===== src/verilog/usr_pkg.sv =====
// Shared constants and carrier types for the synchronous slave receiver
`default_nettype none
package usr_pkg;
  // Register byte offsets on the AXI4-Lite bus
  localparam logic [7:0] OFF_INTERRUPT_CONTROL = 8'h00;
  localparam logic [7:0] OFF_IRQ_FLAGS_1 = 8'h04;
  localparam logic [7:0] OFF_IRQ_ENABLES_1 = 8'h08;
  localparam logic [7:0] OFF_IRQ_PRIORITY_1 = 8'h0C;
  localparam logic [7:0] OFF_RECEIVE_STATUS_CONTROL = 8'h10;
  localparam logic [7:0] OFF_RECEIVE_BUFFER = 8'h14;
  localparam logic [7:0] OFF_TRANSMIT_STATUS_CONTROL = 8'h18;
  localparam logic [7:0] OFF_BAUD_CONTROL = 8'h1C;
  localparam logic [7:0] OFF_BAUD_DIVISOR_HIGH = 8'h20;
  localparam logic [7:0] OFF_BAUD_DIVISOR_LOW = 8'h24;
  // interrupt_control fields
  localparam int GLOBAL_IRQ_ENABLE_POS = 7;
  localparam int PERIPHERAL_IRQ_ENABLE_POS = 6;
  // Flags, enables and priority share one layout
  localparam int RX_IRQ_POS = 5;
  // receive_status_control fields
  localparam int PORT_ENABLE_POS = 7;
  localparam int NINE_BIT_RX_OPTION_POS = 6;
  localparam int SINGLE_RX_ENABLE_POS = 5;
  localparam int CONTINUOUS_RX_ENABLE_POS = 4;
  localparam int ADDRESS_DETECT_POS = 3;
  localparam int FRAMING_ERROR_FLAG_POS = 2;
  localparam int OVERRUN_ERROR_FLAG_POS = 1;
  localparam int NINTH_RX_BIT_POS = 0;
  localparam logic [7:0] RECEIVE_STATUS_CONTROL_WMASK = 8'hF8;
  // transmit_status_control fields
  localparam int CLOCK_SOURCE_SELECT_POS = 7;
  localparam int SYNC_MODE_POS = 4;
  // baud_control fields
  localparam int RX_IDLE_POS = 6;
  localparam int CLOCK_POLARITY_POS = 4;
  localparam logic [7:0] BAUD_CONTROL_WMASK = 8'h3B;
  // Reset values
  localparam logic [7:0] RST_ZERO = 8'h00;
  localparam logic [7:0] RST_TRANSMIT_STATUS_CONTROL = 8'h02;
  localparam logic [7:0] RST_BAUD_CONTROL = 8'h40;
  // Word sizes
  localparam logic [3:0] LAST_BIT_8 = 4'h7;
  localparam logic [3:0] LAST_BIT_9 = 4'h8;
  // AXI responses
  localparam logic [1:0] RESP_OKAY = 2'h0;
  localparam logic [1:0] RESP_SLVERR = 2'h2;

  // Link pins as one carrier
  typedef struct packed {
    logic ck;
    logic dt;
  } usr_link_t;

  // Word handed from the shifter
  typedef struct packed {
    logic done;
    logic busy;
    logic [8:0] word;
  } usr_word_t;
endpackage
`default_nettype wire


===== src/verilog/usr_sync2.sv =====
// Two-flop synchroniser for the link pins
`timescale 1ns/1ns
`default_nettype none
module usr_sync2
  import usr_pkg::*;
(
  // Clock and reset
  input wire logic clk,
  input wire logic nrst,
  // Pins in, synchronised out
  input wire usr_link_t pin_in,
  output usr_link_t pin_out
);
  typedef struct packed {
    usr_link_t meta;
    usr_link_t stable;
  } usr_sync_st_t;

  usr_sync_st_t st_r;
  usr_sync_st_t st_nxt;

  always_comb begin
    st_nxt = st_r;
    st_nxt.meta = pin_in;
    st_nxt.stable = st_r.meta;
  end

  always_ff @(posedge clk or negedge nrst) begin
    if (!nrst) begin
      st_r <= '0;
    end else begin
      st_r <= st_nxt;
    end
  end

  assign pin_out = st_r.stable;
endmodule // usr_sync2
`default_nettype wire


===== src/verilog/usr_shift.sv =====
// Receive shift register: collects 8 or 9 bits, least significant first
`timescale 1ns/1ns
`default_nettype none
module usr_shift
  import usr_pkg::*;
(
  // Clock and reset
  input wire logic clk,
  input wire logic nrst,
  // Control
  input wire logic clr,
  input wire logic smp,
  input wire logic din,
  input wire logic nine,
  // Result
  output usr_word_t res
);
  typedef struct packed {
    logic [3:0] cnt;
    logic [8:0] sr;
    logic done;
    logic [8:0] word;
  } usr_shift_st_t;

  usr_shift_st_t st_r;
  usr_shift_st_t st_nxt;
  logic [3:0] last;

  always_comb begin
    st_nxt = st_r;
    st_nxt.done = 1'b0;
    last = nine ? LAST_BIT_9 : LAST_BIT_8;
    if (clr) begin
      st_nxt.cnt = 4'h0;
    end else if (smp) begin
      st_nxt.sr[st_r.cnt] = din;
      if (st_r.cnt >= last) begin
        st_nxt.cnt = 4'h0;
        st_nxt.done = 1'b1;
        st_nxt.word = st_nxt.sr;
        if (!nine) begin
          st_nxt.word[8] = 1'b0;
        end
      end else begin
        st_nxt.cnt = st_r.cnt + 4'h1;
      end
    end
  end

  always_ff @(posedge clk or negedge nrst) begin
    if (!nrst) begin
      st_r <= '0;
    end else begin
      st_r <= st_nxt;
    end
  end

  assign res.done = st_r.done;
  assign res.busy = (st_r.cnt != 4'h0);
  assign res.word = st_r.word;
endmodule // usr_shift
`default_nettype wire


===== src/verilog/usr_rx_top.sv =====
// Synchronous slave receiver with AXI4-Lite registers
// Overview of operation
// - Slave receive matches master receive; single-receive enable is ignored.
// - Reception continues and completes words during sleep or idle.
// - A finished word moves from shift register into the receive buffer.
// - Enabled receive interrupt wakes the device; global enable adds vectoring.
// - Slave receiver active when sync mode and port enable set, clock source clear.
// - Nine-bit option receives nine bits; ninth lands in receive status.
// - Words are accepted only while continuous receive enable is set.
// - Flag set on word completion; request raised only if enable set.
// - Software reads the low eight bits through the receive buffer.
// - Clearing continuous receive enable clears pending receive errors.
// - Interrupt reaches processor only with global and peripheral enables set.
//
// The placing of the registers and the AXI4-Lite interface to the registers were left to the implementer.
`timescale 1ns/1ns
`default_nettype none
module usr_rx_top
  import usr_pkg::*;
(
  // Clock and reset
  input wire logic clk,
  input wire logic nrst,
  // AXI4-Lite write address
  input wire logic [31:0] s_axi_awaddr,
  input wire logic s_axi_awvalid,
  output logic s_axi_awready,
  // AXI4-Lite write data
  input wire logic [31:0] s_axi_wdata,
  input wire logic [3:0] s_axi_wstrb,
  input wire logic s_axi_wvalid,
  output logic s_axi_wready,
  // AXI4-Lite write response
  output logic [1:0] s_axi_bresp,
  output logic s_axi_bvalid,
  input wire logic s_axi_bready,
  // AXI4-Lite read address
  input wire logic [31:0] s_axi_araddr,
  input wire logic s_axi_arvalid,
  output logic s_axi_arready,
  // AXI4-Lite read data
  output logic [31:0] s_axi_rdata,
  output logic [1:0] s_axi_rresp,
  output logic s_axi_rvalid,
  input wire logic s_axi_rready,
  // Serial link from the external master
  input wire logic link_ck,
  input wire logic link_dt,
  // Power state and interrupt lines
  input wire logic low_power,
  output logic irq,
  output logic irq_high_priority,
  output logic wake
);
  typedef struct packed {
    logic [7:0] interrupt_control;
    logic [7:0] irq_flags;
    logic [7:0] irq_enables;
    logic [7:0] irq_priority;
    logic [7:0] receive_status_control;
    logic [7:0] receive_buffer;
    logic [7:0] transmit_status_control;
    logic [7:0] baud_control;
    logic [7:0] baud_divisor_high;
    logic [7:0] baud_divisor_low;
    logic ck_prev;
    logic aw_ok;
    logic aw_hit;
    logic [7:0] aw_off;
    logic w_ok;
    logic [7:0] w_dat;
    logic w_lane;
    logic bvalid;
    logic [1:0] bresp;
    logic rvalid;
    logic [31:0] rdata;
    logic [1:0] rresp;
    logic irq;
    logic irq_hp;
    logic wake;
  } usr_top_st_t;

  usr_top_st_t st_r;
  usr_top_st_t st_nxt;
  usr_link_t link_raw;
  usr_link_t link_s;
  usr_word_t rx;
  logic rx_active;
  logic smp;
  logic ck_rise;
  logic ck_fall;
  logic nine;
  logic rd_hit;
  logic [7:0] rd_val;
  logic [7:0] pend;
  logic sync_mode;
  logic port_on;
  logic clk_from_master;
  logic cont_enable;
  logic halted;
  logic wr_fire;
  logic rd_fire;
  // Receiver condition, as software sees it through the idle bit
  typedef enum logic [1:0] {
    RXS_OFF = 2'b00,
    RXS_IDLE = 2'b01,
    RXS_SHIFT = 2'b10,
    RXS_HALT = 2'b11
  } usr_rx_cond_t;
  usr_rx_cond_t rx_cond;

  assign link_raw.ck = link_ck;
  assign link_raw.dt = link_dt;

  // Pins cross into clk before anything looks at them
  usr_sync2 u_sync (
    .clk(clk),
    .nrst(nrst),
    .pin_in(link_raw),
    .pin_out(link_s)
  );

  usr_shift u_shift (
    .clk(clk),
    .nrst(nrst),
    .clr(!rx_active),
    .smp(smp),
    .din(link_s.dt),
    .nine(nine),
    .res(rx)
  );

  // Mode decode; single-receive enable takes no part here
  assign sync_mode = st_r.transmit_status_control[SYNC_MODE_POS];
  assign port_on = st_r.receive_status_control[PORT_ENABLE_POS];
  assign clk_from_master = !st_r.transmit_status_control[CLOCK_SOURCE_SELECT_POS];
  assign cont_enable = st_r.receive_status_control[CONTINUOUS_RX_ENABLE_POS];
  assign halted = st_r.receive_status_control[OVERRUN_ERROR_FLAG_POS];

  always_comb begin
    rx_active = sync_mode & port_on & clk_from_master;
    // Overrun stalls reception until software drops continuous enable
    rx_active = rx_active & cont_enable & !halted;
  end

  always_comb begin
    rx_cond = RXS_OFF;
    if (halted) begin
      rx_cond = RXS_HALT;
    end else if (rx_active && rx.busy) begin
      rx_cond = RXS_SHIFT;
    end else if (rx_active) begin
      rx_cond = RXS_IDLE;
    end
  end

  // A register write lands only once both halves are held and no response waits
  assign wr_fire = st_r.aw_ok && st_r.w_ok && !st_r.bvalid;
  assign rd_fire = s_axi_arvalid && s_axi_arready;

  // Clock comes only from the master; data sampled on its edge
  assign ck_rise = link_s.ck & !st_r.ck_prev;
  assign ck_fall = !link_s.ck & st_r.ck_prev;
  assign smp = rx_active
    & (st_r.baud_control[CLOCK_POLARITY_POS] ? ck_rise : ck_fall);
  assign nine = st_r.receive_status_control[NINE_BIT_RX_OPTION_POS];

  // Register read decode
  always_comb begin
    rd_hit = (s_axi_araddr[31:8] == 24'h0);
    rd_val = 8'h00;
    case (s_axi_araddr[7:0])
      OFF_INTERRUPT_CONTROL: rd_val = st_r.interrupt_control;
      OFF_IRQ_FLAGS_1: rd_val = st_r.irq_flags;
      OFF_IRQ_ENABLES_1: rd_val = st_r.irq_enables;
      OFF_IRQ_PRIORITY_1: rd_val = st_r.irq_priority;
      OFF_RECEIVE_STATUS_CONTROL: rd_val = st_r.receive_status_control;
      OFF_RECEIVE_BUFFER: rd_val = st_r.receive_buffer;
      OFF_TRANSMIT_STATUS_CONTROL: rd_val = st_r.transmit_status_control;
      OFF_BAUD_CONTROL: begin
        rd_val = st_r.baud_control;
        rd_val[RX_IDLE_POS] = (rx_cond != RXS_SHIFT);
      end
      OFF_BAUD_DIVISOR_HIGH: rd_val = st_r.baud_divisor_high;
      OFF_BAUD_DIVISOR_LOW: rd_val = st_r.baud_divisor_low;
      default: rd_hit = 1'b0;
    endcase
  end

  always_comb begin
    st_nxt = st_r;
    pend = 8'h00;
    st_nxt.ck_prev = link_s.ck;

    // Write channel: address and data taken in either order
    if (s_axi_awvalid && s_axi_awready) begin
      st_nxt.aw_ok = 1'b1;
      st_nxt.aw_off = s_axi_awaddr[7:0];
      st_nxt.aw_hit = (s_axi_awaddr[31:8] == 24'h0) && (s_axi_awaddr[1:0] == 2'h0);
    end
    if (s_axi_wvalid && s_axi_wready) begin
      st_nxt.w_ok = 1'b1;
      st_nxt.w_dat = s_axi_wdata[7:0];
      // Registers sit in byte lane 0; the other lanes are ignored
      st_nxt.w_lane = s_axi_wstrb[0];
    end
    if (s_axi_bvalid && s_axi_bready) begin
      st_nxt.bvalid = 1'b0;
    end

    if (wr_fire) begin
      st_nxt.aw_ok = 1'b0;
      st_nxt.w_ok = 1'b0;
      st_nxt.bvalid = 1'b1;
      st_nxt.bresp = RESP_OKAY;
      case (st_r.aw_off)
        OFF_INTERRUPT_CONTROL: begin
          if (st_r.w_lane) begin
            st_nxt.interrupt_control = st_r.w_dat;
          end
        end
        OFF_IRQ_FLAGS_1: begin
          // Write one to clear
          if (st_r.w_lane) begin
            st_nxt.irq_flags = st_r.irq_flags & ~st_r.w_dat;
          end
        end
        OFF_IRQ_ENABLES_1: begin
          if (st_r.w_lane) begin
            st_nxt.irq_enables = st_r.w_dat;
          end
        end
        OFF_IRQ_PRIORITY_1: begin
          if (st_r.w_lane) begin
            st_nxt.irq_priority = st_r.w_dat;
          end
        end
        OFF_RECEIVE_STATUS_CONTROL: begin
          if (st_r.w_lane) begin
            st_nxt.receive_status_control =
              (st_r.w_dat & RECEIVE_STATUS_CONTROL_WMASK)
              | (st_r.receive_status_control & ~RECEIVE_STATUS_CONTROL_WMASK);
            if (!st_r.w_dat[CONTINUOUS_RX_ENABLE_POS]) begin
              st_nxt.receive_status_control[OVERRUN_ERROR_FLAG_POS] = 1'b0;
              st_nxt.receive_status_control[FRAMING_ERROR_FLAG_POS] = 1'b0;
            end
          end
        end
        OFF_RECEIVE_BUFFER: begin
          st_nxt.bresp = RESP_OKAY;
        end
        OFF_TRANSMIT_STATUS_CONTROL: begin
          if (st_r.w_lane) begin
            st_nxt.transmit_status_control = st_r.w_dat;
          end
        end
        OFF_BAUD_CONTROL: begin
          if (st_r.w_lane) begin
            st_nxt.baud_control = (st_r.w_dat & BAUD_CONTROL_WMASK)
              | (st_r.baud_control & ~BAUD_CONTROL_WMASK);
          end
        end
        OFF_BAUD_DIVISOR_HIGH: begin
          if (st_r.w_lane) begin
            st_nxt.baud_divisor_high = st_r.w_dat;
          end
        end
        OFF_BAUD_DIVISOR_LOW: begin
          if (st_r.w_lane) begin
            st_nxt.baud_divisor_low = st_r.w_dat;
          end
        end
        default: st_nxt.bresp = RESP_SLVERR;
      endcase
      if (!st_r.aw_hit) begin
        st_nxt.bresp = RESP_SLVERR;
        st_nxt.receive_status_control = st_r.receive_status_control;
        st_nxt.interrupt_control = st_r.interrupt_control;
        st_nxt.irq_flags = st_r.irq_flags;
        st_nxt.irq_enables = st_r.irq_enables;
        st_nxt.irq_priority = st_r.irq_priority;
        st_nxt.transmit_status_control = st_r.transmit_status_control;
        st_nxt.baud_control = st_r.baud_control;
        st_nxt.baud_divisor_high = st_r.baud_divisor_high;
        st_nxt.baud_divisor_low = st_r.baud_divisor_low;
      end
    end

    // Read channel; reading the buffer releases the flag
    if (s_axi_rvalid && s_axi_rready) begin
      st_nxt.rvalid = 1'b0;
    end
    if (rd_fire) begin
      st_nxt.rvalid = 1'b1;
      st_nxt.rdata = {24'h0, rd_val};
      st_nxt.rresp = (rd_hit && s_axi_araddr[1:0] == 2'h0) ? RESP_OKAY : RESP_SLVERR;
      if (rd_hit && s_axi_araddr[7:0] == OFF_RECEIVE_BUFFER) begin
        st_nxt.irq_flags[RX_IRQ_POS] = 1'b0;
      end
    end

    // Word completion runs last so a set beats a same-cycle clear
    if (rx.done && rx_active) begin
      if (st_r.irq_flags[RX_IRQ_POS]) begin
        // Buffer still unread: drop the word and flag overrun
        st_nxt.receive_status_control[OVERRUN_ERROR_FLAG_POS] = 1'b1;
      end else begin
        st_nxt.receive_buffer = rx.word[7:0];
        st_nxt.receive_status_control[NINTH_RX_BIT_POS] = rx.word[8];
        st_nxt.irq_flags[RX_IRQ_POS] = 1'b1;
      end
    end

    // Interrupt and wake outputs follow the next register state
    pend = st_nxt.irq_flags & st_nxt.irq_enables;
    st_nxt.irq = (pend != 8'h00)
      & st_nxt.interrupt_control[GLOBAL_IRQ_ENABLE_POS]
      & st_nxt.interrupt_control[PERIPHERAL_IRQ_ENABLE_POS];
    st_nxt.irq_hp = st_nxt.irq & ((pend & st_nxt.irq_priority) != 8'h00);
    // Wake needs only the receive enable; clocks stay on in low power
    st_nxt.wake = low_power & (pend != 8'h00);
  end

  always_ff @(posedge clk or negedge nrst) begin
    if (!nrst) begin
      st_r <= '0;
      st_r.transmit_status_control <= RST_TRANSMIT_STATUS_CONTROL;
      st_r.baud_control <= RST_BAUD_CONTROL;
      st_r.receive_status_control <= RST_ZERO;
    end else begin
      st_r <= st_nxt;
    end
  end

  // Bus handshakes
  // Ready stays low while a response waits, so one write never overtakes another
  assign s_axi_awready = !st_r.aw_ok && !st_r.bvalid;
  assign s_axi_wready = !st_r.w_ok && !st_r.bvalid;
  assign s_axi_bvalid = st_r.bvalid;
  assign s_axi_bresp = st_r.bresp;
  assign s_axi_arready = !st_r.rvalid;
  assign s_axi_rvalid = st_r.rvalid;
  assign s_axi_rdata = st_r.rdata;
  assign s_axi_rresp = st_r.rresp;
  assign irq = st_r.irq;
  assign irq_high_priority = st_r.irq_hp;
  assign wake = st_r.wake;
endmodule // usr_rx_top
`default_nettype wire


===== config.mk =====
export PLATFORM = sky130hd
export DESIGN_NAME = usr_rx_top
export DESIGN_NICKNAME = d
export VERILOG_FILES = /design/src/verilog/usr_pkg.sv /design/src/verilog/usr_sync2.sv /design/src/verilog/usr_shift.sv /design/src/verilog/usr_rx_top.sv
export SDC_FILE = /design/constraint.sdc
export NUM_CORES = 1
export LEC_CHECK = 0
export ABC_AREA = 1
export BUFFER_PORTS_ARGS = -buffer_cell sky130_fd_sc_hd__buf_2
export CORE_ASPECT_RATIO = 0.8
export CORE_MARGIN = 1
export CORE_UTILIZATION = 49
export DETAILED_ROUTE_END_ITERATION = 16
export PLACE_DENSITY = 0.8
export SETUP_SLACK_MARGIN = 0.05
export SLEW_MARGIN = 20
export SYNTH_ARGS = -nofsm -noshare
export SYNTH_HDL_FRONTEND = slang
export SYNTH_SLANG_ARGS = --single-unit

===== constraint.sdc =====
create_clock -name clk -period 4.3 [get_ports clk]
set_input_delay 0.215 -clock clk [delete_from_list [all_inputs] [get_ports clk]]
set_output_delay 0.215 -clock clk [all_outputs]
set_load 0.1 [all_outputs]

==> results.md, run 1 <==
- Core area: 13690 um^2
- Gate power share: 20.3%
- Period minus WS final: 2.289 ns
- Final hold slack: 0.01650 ns
- Antenna viol nets, final: 0
- Fmax achieved: 0.4369 GHz
- Sequential power share: 41.2%
- Longest Clk Path Bufs: 2
- Synth Cell Area: 6924 um^2
- Setup crit end kind: register
- Path depth of the worst reg2reg path: 7
- Post-CTS sizing: 0
- Slowest cell delay on critical path: 0.79 ns
- RSZ-0062 raised after global routing: no
- Pwr dens: 450.9 nW/um^2
- Share of cells above drive strength 1: 18.93%
- Initial antenna violation count: 0
- Aggregate global-route resource usage: 24.51%
- Placed cell areas: 7412 um^2
- Drt initial violations: 539
- CP startpoint kind: register
- Final Skew: 0.01082 ns
- Met1 Track Usage GR: 33.84%
- Largest net degree at the start of global routing: 105
- Vias in the first global route: 5589
- Total wire length: 17.00 mm
- Root buffer cell: clkbuf_16
- Yosys top cell by area: dfrtp_1
- Vias per cell: 5.267
- Antenna Diode Count: 0
- CTS clk-pin slew, worst paths: 0.06 ns
- Row cnt: 38
- Headroom to the max-slew limit: 28.59%
- Die X: 134.9 um
- Sink Count: 139
- Most Crowded Layer GR: met2
- Final core utilization: 59.07%
- Share of the synthesized area in the top cell type: 49.87%
- CTS tree: done
- Detail Placement HPWL: 12.01 mm
- Crit path top cell by count: o21ai_0
- Avg WL per Cell: 14.96 um
- Die area: 14610 um^2
- Dominant synthesized flop cell: dfrtp_1
- CP arrival: 2.58 ns
- Filler cells: 1195
- Top Ports: 154
- Nets: 1061
- Seq. cell area: 3480 um^2
- GR Overflow Total: 0
- Area of the multi-input gates: 2848 um^2
- Setup TNS: 0 ns
- Cts bufs inserted: 17
- Number of port buffers: 100
- FF+latch count, synth: 139
- Initial DRT Pass Iterations: 5
- Synth cell count leaders: 220 x nand2_1, 138 x dfrtp_1, 89 x o21ai_0, 88 x inv_1, 59 x nand3_1
- Final Max Tran Viols: 0
- Post-synth EDFFs: 0
- Maxcap violations: 0
- H-tree depth: 4
- Top cells by area, synth: dfrtp_1 50%, nand2_1 12%, o21ai_0 6.4%
- Max VDD drop: 753.3 uV
- Remaining DRCs: 0
- Cell count after synthesis: 838
- Final cell count without fillers: 1136
- Slew @ Worst Pin: 1.067 ns
- Die height: 108.3 um
- Req. time, crit path: 4.59 ns
- Routability cong.: 0.8918
- Final Cell Area: 8089 um^2
- Net Sw Frac: 35.32%
- Ys Warns: 0
- Net Sw Power: 0.001288 W
- DR vias: 5983
- Tightest Hold Check Type: input port to register
- Worst hold stages: 3
- Family with the most delay on the worst path: simple AND/OR/NAND/NOR gates
- Asr flop ratio synth: 100.0%
- Final setup vio count: 0
- Post-synthesis cell type count: 46
- Clock network fraction of total power: 38.5%
- Met2 usage: 37.11%
- Hold Vio Cnt, Final: 0
- Avg Cell Area, Syn: 8.263 um^2
- Status: completed
- Critical path class: register to register
- LEAKAGE: 4.093 nW
- GRT met3 Usage: 6.845%
- Area grow syn2layout: 16.82%
- First-pass GRT wire length: 27.19 mm
- Placed Cells: 1093
- Crit path cell chain: inv_1 > o21ai_0 > o21ai_0 > nor2_1 > nand2_1 > clkinv_1 > o21ai_0
- Worst path slowest cell: nor2_1
- Sequential area share after synthesis: 50.25%
- Worst-skew pair later-pin latency: 0.43 ns
- Pint: 0.002359 W
- Most frequent cell after synthesis: nand2_1
- WP depth: 7
- Fin crit share: 53.23%
- Crit-path max FO: 18
- Initial Util: 50.57%
- Buffers & Inverters on Critical Path: 2
## layout make-up
class	count	share of cell area, %
clock buffer	17	5.259
multi-input combinational	581	35.20
clock inverter	15	1.748
timing repair buffer	112	7.718
inverter	92	4.269
sequential	139	43.02
tap	180	2.784
## tightest hold or removal path, cell delays in order
cell and delay (ns):
buf_2 0.09, nand2_1 0.04, o21ai_0 0.06
## routing by layer
layer  up-vias  wire [um]
met5         -          0
met4         0        255
met3        36       1656
met2       278       7418
met1      2796       7667
li1       2873          -
## stage by stage
step,worst slack [ns],power [W]
6_report,2.011,0.003647
3_5_place_dp,1.887,0.002254
5_1_grt,1.747,0.003796
4_1_cts,2.043,0.003661
2_1_floorplan,1.028,0.002068
3_3_place_gp,1.931,0.002234
## final timing paths
check                                 startpoint                end  slack [ns]
worst max-delay path                    st_r[82]     u_shift.res[0]        2.01
min in group asynchronous                   nrst   u_shift.st_r[11]        0.49
worst min register to register  u_sync.st_nxt[0]  u_sync.pin_out[0]        0.35
worst max register to register          st_r[82]     u_shift.res[0]        2.01
worst min-delay path             s_axi_awaddr[1]           st_r[52]        0.02
max in group asynchronous                   nrst           st_r[46]        2.79
## flip-flops by register name (all words and copies together), names as in the netlist, 2 cells and up
| register | cells |
|---|---|
| u_shift.st_r | 13 |
| st_r | 93 |
| u_sync.st_nxt | 2 |
| s_axi_rdata | 8 |
| u_sync.pin_out | 2 |
| u_shift.res | 10 |
## cell families after synthesis
kind of cell,share of synthesized area [%]
AO/OA/AOI/OAI,12.22
XOR/XNOR,0.2530
adder cells (fa/ha/maj),1.446
buffers and inverters,9.975
flip-flops,50.25
multiplexers,1.464
other,0.05416
AND/OR/NAND/NOR,24.34
## layout by cell type, fill, tap and decap left out, drive strengths merged, types with 2 or more instances in the layout
cell type / instances
a21boi: 2
a21oi: 34
a31oi: 7
buf: 101
clkbuf: 17
clkinv: 8
clkinvlp: 3
conb: 26
dfrtp: 138
dlygate4sd3: 11
ha: 8
inv: 95
mux2: 9
nand2: 230
nand3: 60
nand4: 8
nor2: 73
nor3: 4
nor4: 6
o21ai: 98
o22ai: 5
## what timing repair did
item	in CTS	in global routing
setup buffers	0	0
endpoints found under the setup margin	0	0
hold buffers	11	0
hold endpoints to repair	112	0
## power by group through the flow
| stage | Sequential (W) | Combinational, W | Clock [W] |
|---|---|---|---|
| 3_5_place_dp | 0.00153 | 0.000728 | 0 |
| 5_1_grt | 0.00152 | 0.000803 | 0.00148 |
| 3_3_place_gp | 0.00152 | 0.000714 | 0 |
| 4_1_cts | 0.00150 | 0.000739 | 0.00142 |
| 2_1_floorplan | 0.00154 | 0.000529 | 0 |
| 6_report | 0.00150 | 0.000740 | 0.00140 |
Power figures use the tool's default switching activity.
==> run 2, diff against run 1 <==
==> constraint.sdc (replaced) <==
create_clock -name clk -period 2.25 [get_ports clk]
set_input_delay 0.1125 -clock clk [delete_from_list [all_inputs] [get_ports clk]]
set_output_delay 0.1125 -clock clk [all_outputs]
set_load 0.1 [all_outputs]
==> run 2 against run 1 <==
Flip-flop and latch count is the same. Critical path depth up 1. Setup slack worse by 1.8 ns. Maximum frequency up 12%. Die area is the same. Clock-buffer cell count grew 5. Global-route usage rose by 1.8 points. Register-to-register slack got worse by 1.8 ns. Design area up 5.9%. Critical endpoint is now st_r[59].
==> results.md, run 2 (synthesis results as in run 1) <==
- Setup TNS: 0 ns (unchanged)
- Longest Clk Path Bufs: 2 (unchanged)
- CP startpoint kind: register
- Final setup vio count: 0 (unchanged)
- Max VDD drop: 868.6 uV (+15%)
- H-tree depth: 4 (unchanged)
- Fmax achieved: 0.4873 GHz (+12%)
- Final Skew: 0.01222 ns (+0.001395 ns)
- Max reg flops: 93 (unchanged)
- Vias per cell: 5.301 (+0.66%)
- Final cell count without fillers: 1175 (+3.4%)
- Die area: 14610 um^2 (unchanged)
- Avg WL per Cell: 15.43 um (+3.1%)
- RSZ-0062 raised after global routing: no
- Final Max Tran Viols: 0 (unchanged)
- Net Sw Frac: 32.95% (-2.4 points)
- Slew @ Worst Pin: 0.5916 ns (-0.4756 ns)
- CTS clk-pin slew, worst paths: 0.06 ns (about the same)
- Detail Placement HPWL: 12.44 mm (+3.6%)
- Req. time, crit path: 2.60 ns (-1.99 ns)
- Tightest Hold Check Type: input port to register
- Pint: 0.004982 W (+110%)
- LEAKAGE: 4.312 nW (+5.4%)
- Setup crit end kind: register
- CTS tree: done
- Aggregate global-route resource usage: 26.26% (+1.8 points)
- GR Overflow Total: 0 (unchanged)
- Routability cong.: 0.9531 (+6.9%)
- Total wire length: 18.13 mm (+6.7%)
- Initial Util: 50.57% (unchanged)
- First-pass GRT wire length: 29.04 mm (+6.8%)
- Critical path class: register to register
- Maxcap violations: 0 (unchanged)
- Crit-path max FO: 6 (-12)
- Number of port buffers: 100 (unchanged)
- Leading cell type in the layout, fill and taps excluded: nand2_1
- Area grow syn2layout: 23.76%
- Share of cells above drive strength 1: 20.52% (+1.6 points)
- Net Sw Power: 0.002448 W (+90%)
- Worst path slowest cell: dlygate4sd3_1
- Fin crit share: 91.20% (+38 points)
- Initial antenna violation count: 0 (unchanged)
- Hold Vio Cnt, Final: 0 (unchanged)
- Pwr dens: 867.1 nW/um^2 (+92%)
- Die X: 134.9 um (unchanged)
- Row cnt: 38 (unchanged)
- Antenna viol nets, final: 0 (unchanged)
- Top reg by flops: st_r
- Gate power share: 20.3% (about the same)
- Placed Cells: 1107 (+1.3%)
- Family with the most delay on the worst path: buffers and inverters
- Headroom to the max-slew limit: 60.56% (+32 points)
- Period minus WS final: 2.052 ns (-0.2367 ns)
- Remaining DRCs: 0 (unchanged)
- Sequential power share: 39.1% (-2.1 points)
- Buffers & Inverters on Critical Path: 2 (unchanged)
- CP arrival: 2.40 ns (-0.18 ns)
- DR vias: 6229 (+4.1%)
- Die height: 108.3 um (unchanged)
- Most frequent cells in the layout: 220 x nand2_1, 136 x dfrtp_1, 99 x buf_2, 89 x o21ai_0, 87 x inv_1
- Crit path cell chain: nor2_4 > nand2_1 > inv_1 > nand2_1 > nor4_2 > dlygate4sd3_1 > nand4_1 > o21ai_0
- Largest net degree at the start of global routing: 62 (-41%)
- Worst-skew pair later-pin latency: 0.42 ns (about the same)
- Status: completed
- Drt initial violations: 635 (+18%)
- Vias in the first global route: 5835 (+4.4%)
- Initial DRT Pass Iterations: 5 (unchanged)
- Top Ports: 154 (unchanged)
- Clock network fraction of total power: 40.5% (+2.0 points)
- Sink Count: 139 (unchanged)
- Crit path top cell by count: nand2_1
- Root buffer cell: clkbuf_16
- Nets: 1099 (+3.6%)
- Core area: 13690 um^2 (unchanged)
- Slowest cell delay on critical path: 0.62 ns (-0.17 ns)
- Cts bufs inserted: 17 (unchanged)
==> run 2: changes by cell type in the layout (fill, tap and decap cells not counted), sizes merged <==
cell         previous run  this run
diode                   0         1
inv                    95        90
clkbuf                 17        22
dlygate4sd3            11        31
bufinv                  1         4
clkinv                  8         2
clkinvlp                3         6
buf                   101       119
==> run 2: cell type report <==
class	instances	area, um^2
Antenna cell	1	2.502
Clock buffer	22	474.2
Clock inverter	10	163.9
Fill cell	1134	5124
Inverter	92	352.8
Multi-Input combinational cell	581	2869
Sequential cell	139	3485
Tap cell	180	225.2
Timing Repair Buffer	150	997.2
==> run 2: per-stage QoR <==
step	power (W)	hold WS, ns	area [um^2]	utilization [%]	worst slack (ns)
2_1_floorplan	0.003987	-0.1831	7042	-	0.1431
3_3_place_gp	0.004342	0.1273	7566	55.25	0.2496
3_5_place_dp	0.004381	0.1268	7566	55.25	0.2104
4_1_cts	0.007426	0.01134	8514	62.18	0.1783
5_1_grt	0.007701	0.09238	8567	62.56	0.06433
6_report	0.007431	0.03198	8569	62.58	0.1979
==> run 2: timing repair <==
action,4_1_cts,5_1_grt
setup buffers,0,4
hold buffers,31,0
endpoints found under the hold margin,80,0
setup endpoints to repair,0,10
gates resized for setup,0,2
==> run 2: power groups by stage <==
stage	sequential, W	clock (W)	combinational, W
final	0.00291	0.00301	0.00151
after global routing	0.00293	0.00315	0.00163
after CTS	0.00290	0.00303	0.00149
after detailed placement	0.00294	0	0.00144
after global placement	0.00293	0	0.00141
after floorplan	0.00296	0	0.00102
==> run 2: path summary, 6_finish.rpt <==
path / from / to / slack, ns / cells past startpoint
worst max-delay path: s_axi_bvalid / st_r[59] / 0.20 / 8
worst min-delay path: s_axi_awaddr[0] / st_r[51] / 0.03 / 4
worst max register to register: s_axi_bvalid / st_r[59] / 0.20 / 8
worst min register to register: u_sync.st_nxt[0] / u_sync.pin_out[0] / 0.35 / 0
max in group asynchronous: nrst / u_shift.st_r[16] / 1.38 / 3
min in group asynchronous: nrst / wake / 0.24 / 2
==> run 2: routing by layer <==
layer,vias up,wire length (um),GRT usage [%]
met5,-,0,0
met4,0,246,7.384
met3,26,1827,7.267
met2,306,8247,41.61
met1,2931,7808,35.44
li1,2966,-,-
==> run 2: worst register-to-register path: cells and delay by family, from the launching register on <==
family | cells | cell delay (ns)
AND/OR/NAND/NOR | 5 | 0.68
flip-flops | 1 | 0.49
AO/OA/AOI/OAI | 1 | 0.08
buffers and inverters | 2 | 0.73
==> run 3, diff against run 2 <==
--- a/config.mk
+++ b/config.mk
@@ -8,10 +8,10 @@
 export ABC_AREA = 1
 export BUFFER_PORTS_ARGS = -buffer_cell sky130_fd_sc_hd__buf_2
 export CORE_ASPECT_RATIO = 0.8
-export CORE_MARGIN = 1
 export CORE_UTILIZATION = 49
 export DETAILED_ROUTE_END_ITERATION = 16
 export PLACE_DENSITY = 0.8
+export RECOVER_POWER = 25
 export SETUP_SLACK_MARGIN = 0.05
 export SLEW_MARGIN = 20
 export SYNTH_ARGS = -nofsm -noshare
==> run 3 against run 2 <==
The run now ends with max-capacitance violations, max-slew violations left. Design area barely moved. Sequential power barely moved. Maximum frequency barely moved. Cell count did not move. Clock power barely moved. Via count rose by 0.32%. Combinational power barely moved. Total power barely moved. Clock skew barely moved. Critical path depth did not move. Critical path type unchanged. Largest power group unchanged. Highest routed layer unchanged.
==> results.md, run 3 (synthesis results as in run 1) <==
- CTS clk-pin slew, worst paths: 0.06 ns (about the same)
- Number of port buffers: 100 (unchanged)
- Worst path slowest cell: dlygate4sd3_1
- Fmax achieved: 0.4873 GHz (about the same)
- R2R Path Start: s_axi_bvalid
- Sink Count: 139 (unchanged)
- Worst-skew pair later-pin latency: 0.42 ns (about the same)
- Die area: 14610 um^2 (unchanged)
- Die height: 108.3 um (unchanged)
- Crit-path max FO: 6 (unchanged)
- Final Max Tran Viols: 60 (+60)
- Crit path top cell by count: nand2_1
- CP startpoint kind: register
- Vias in the first global route: 5835 (unchanged)
- Headroom to the max-slew limit: -5.586% (-66 points)
- Filler cells: 1135 (+0.088%)
- Drt initial violations: 635 (unchanged)
- Period minus WS final: 2.052 ns (+0.0001140 ns)
- DR vias: 6249 (+0.32%)
- Final setup vio count: 0 (unchanged)
- Tightest Hold Check Type: input port to register
- Final setup margin: 0.1978 ns (-0.0001140 ns)
- Path depth of the worst reg2reg path: 8 (unchanged)
- Leading cell type in the layout, fill and taps excluded: nand2_1
- Cts bufs inserted: 17 (unchanged)
- Fin crit share: 91.21% (about the same)
- Total wire length: 18.15 mm (+0.12%)
- Die X: 134.9 um (unchanged)
- Antenna viol nets, final: 0 (unchanged)
- Row cnt: 38 (unchanged)
- Reg2reg setup slack: 0.20 ns (about the same)
- LEAKAGE: 4.310 nW (about the same)
- GR Overflow Total: 0 (unchanged)
- Top reg by flops: st_r
- Failing checks: max-capacitance violations, max-slew violations
- Largest net degree at the start of global routing: 62 (unchanged)
- H-tree depth: 4 (unchanged)
- Critical path class: register to register
- Area of the multi-input gates: 2869 um^2 (unchanged)
- Worst hold stages: 4 (unchanged)
- First-pass GRT wire length: 29.04 mm (unchanged)
- Setup crit end kind: register
- Final hold slack: 0.03244 ns (+0.0004568 ns)
- Req. time, crit path: 2.59 ns (about the same)
- Initial DRT Pass Iterations: 6 (+1)
- RSZ-0062 raised after global routing: no
- Final Skew: 0.01226 ns (+0.00004770 ns)
- Core area: 13690 um^2 (unchanged)
- Pre-CTS setup slack: 0.2104 ns (unchanged)
- Share of cells above drive strength 1: 20.52% (unchanged)
- Pwr dens: 867.1 nW/um^2 (about the same)
- Routability cong.: 0.9531 (unchanged)
- Root buffer cell: clkbuf_16
- Setup TNS: 0 ns (unchanged)
- Longest Clk Path Bufs: 2 (unchanged)
- Status: finished with violations
- Max reg flops: 93 (unchanged)
- Slew @ Worst Pin: 1.584 ns (+0.9922 ns)
- CTS tree: done
- Vias per cell: 5.318 (+0.32%)
- CP arrival: 2.40 ns (about the same)
- Initial Util: 50.57% (unchanged)
- Seq. cell area: 3485 um^2 (unchanged)
- Most frequent cells in the layout: 220 x nand2_1, 136 x dfrtp_1, 99 x buf_2, 89 x o21ai_0, 87 x inv_1
- Crit path cell chain: nor2_4 > nand2_1 > inv_1 > nand2_1 > nor4_2 > dlygate4sd3_1 > nand4_1 > o21ai_0
- Slowest cell delay on critical path: 0.62 ns (about the same)
- Area grow syn2layout: 23.67% (about the same)
- Avg WL per Cell: 15.45 um (+0.12%)
- Critical hold path startpoint: s_axi_awaddr[0]
- Max VDD drop: 868.9 uV (about the same)
- Detail Placement HPWL: 12.44 mm (unchanged)
- R2r endpoint: st_r[59]
- Hold Vio Cnt, Final: 0 (unchanged)
- Hold EP: st_r[51]
- Aggregate global-route resource usage: 26.26% (unchanged)
- Nets: 1099 (unchanged)
- Maxcap violations: 1 (+1)
- Initial antenna violation count: 0 (unchanged)
- Final core utilization: 62.54% (about the same)
- Remaining DRCs: 0 (unchanged)
- Top Ports: 154 (unchanged)
==> run 3: through the flow <==
step	area (um^2)	power (W)	instances
2_1_floorplan	7042	0.003987	863
3_3_place_gp	7566	0.004342	1107
3_5_place_dp	7566	0.004381	1107
4_1_cts	8514	0.007426	1170
5_1_grt	8561	0.007701	1174
6_report	8563	0.007425	1175
==> run 3: repair_timing <==
action	4_1_cts	5_1_grt
endpoints found under the hold margin	80	0
buffers inserted	0	4
gates resized for setup	0	2
setup endpoints to repair	0	10
hold buffers	31	0
==> run 3: layout make-up <==
class                   instances  share of cell area [%]
multi-input cells             581                   33.50
clock inverters                10                   1.914
clock buffers                  22                   5.538
diodes                          1                 0.02922
flip-flops and latches        139                   40.69
repair buffers                150                   11.57
inverters                      92                   4.120
well taps                     180                   2.630
==> run 3: report_power, final <==
group | internal (W) | switching (W) | leakage [nW]
registers | 0.00269 | 0.000215 | 1.86
logic | 0.000344 | 0.00116 | 2.15
clock network | 0.00194 | 0.00106 | 0.299
==> run 3: per-layer routing <==
layer / vias to the layer above / GRT usage [%] / routed length, um
met4: 0 / 7.384 / 265
met3: 30 / 7.267 / 1889
met1: 2933 / 35.44 / 7739
li1: 2965 / - / -
met2: 321 / 41.61 / 8256
met5: - / 0 / 0
==> run 3: worst max-delay path by stage <==
stage | startpoint | endpoint | slack (ns)
finish | s_axi_bvalid | st_r[59] | 0.20
global route | st_r[58] | irq_high_priority | 0.06
CTS | s_axi_bvalid | irq_high_priority | 0.18
detailed placement | s_axi_bvalid | irq_high_priority | 0.21
global placement | s_axi_bvalid | irq_high_priority | 0.25
floorplan | s_axi_bvalid | st_r[59] | 0.14
==> run 3: worst max-delay path, delay by kind of cell (launching register included) <==
family          cells  cell delay (ns)
buf+inv             2             0.73
simple gates        5             0.68
flops               1             0.49
compound gates      1             0.08
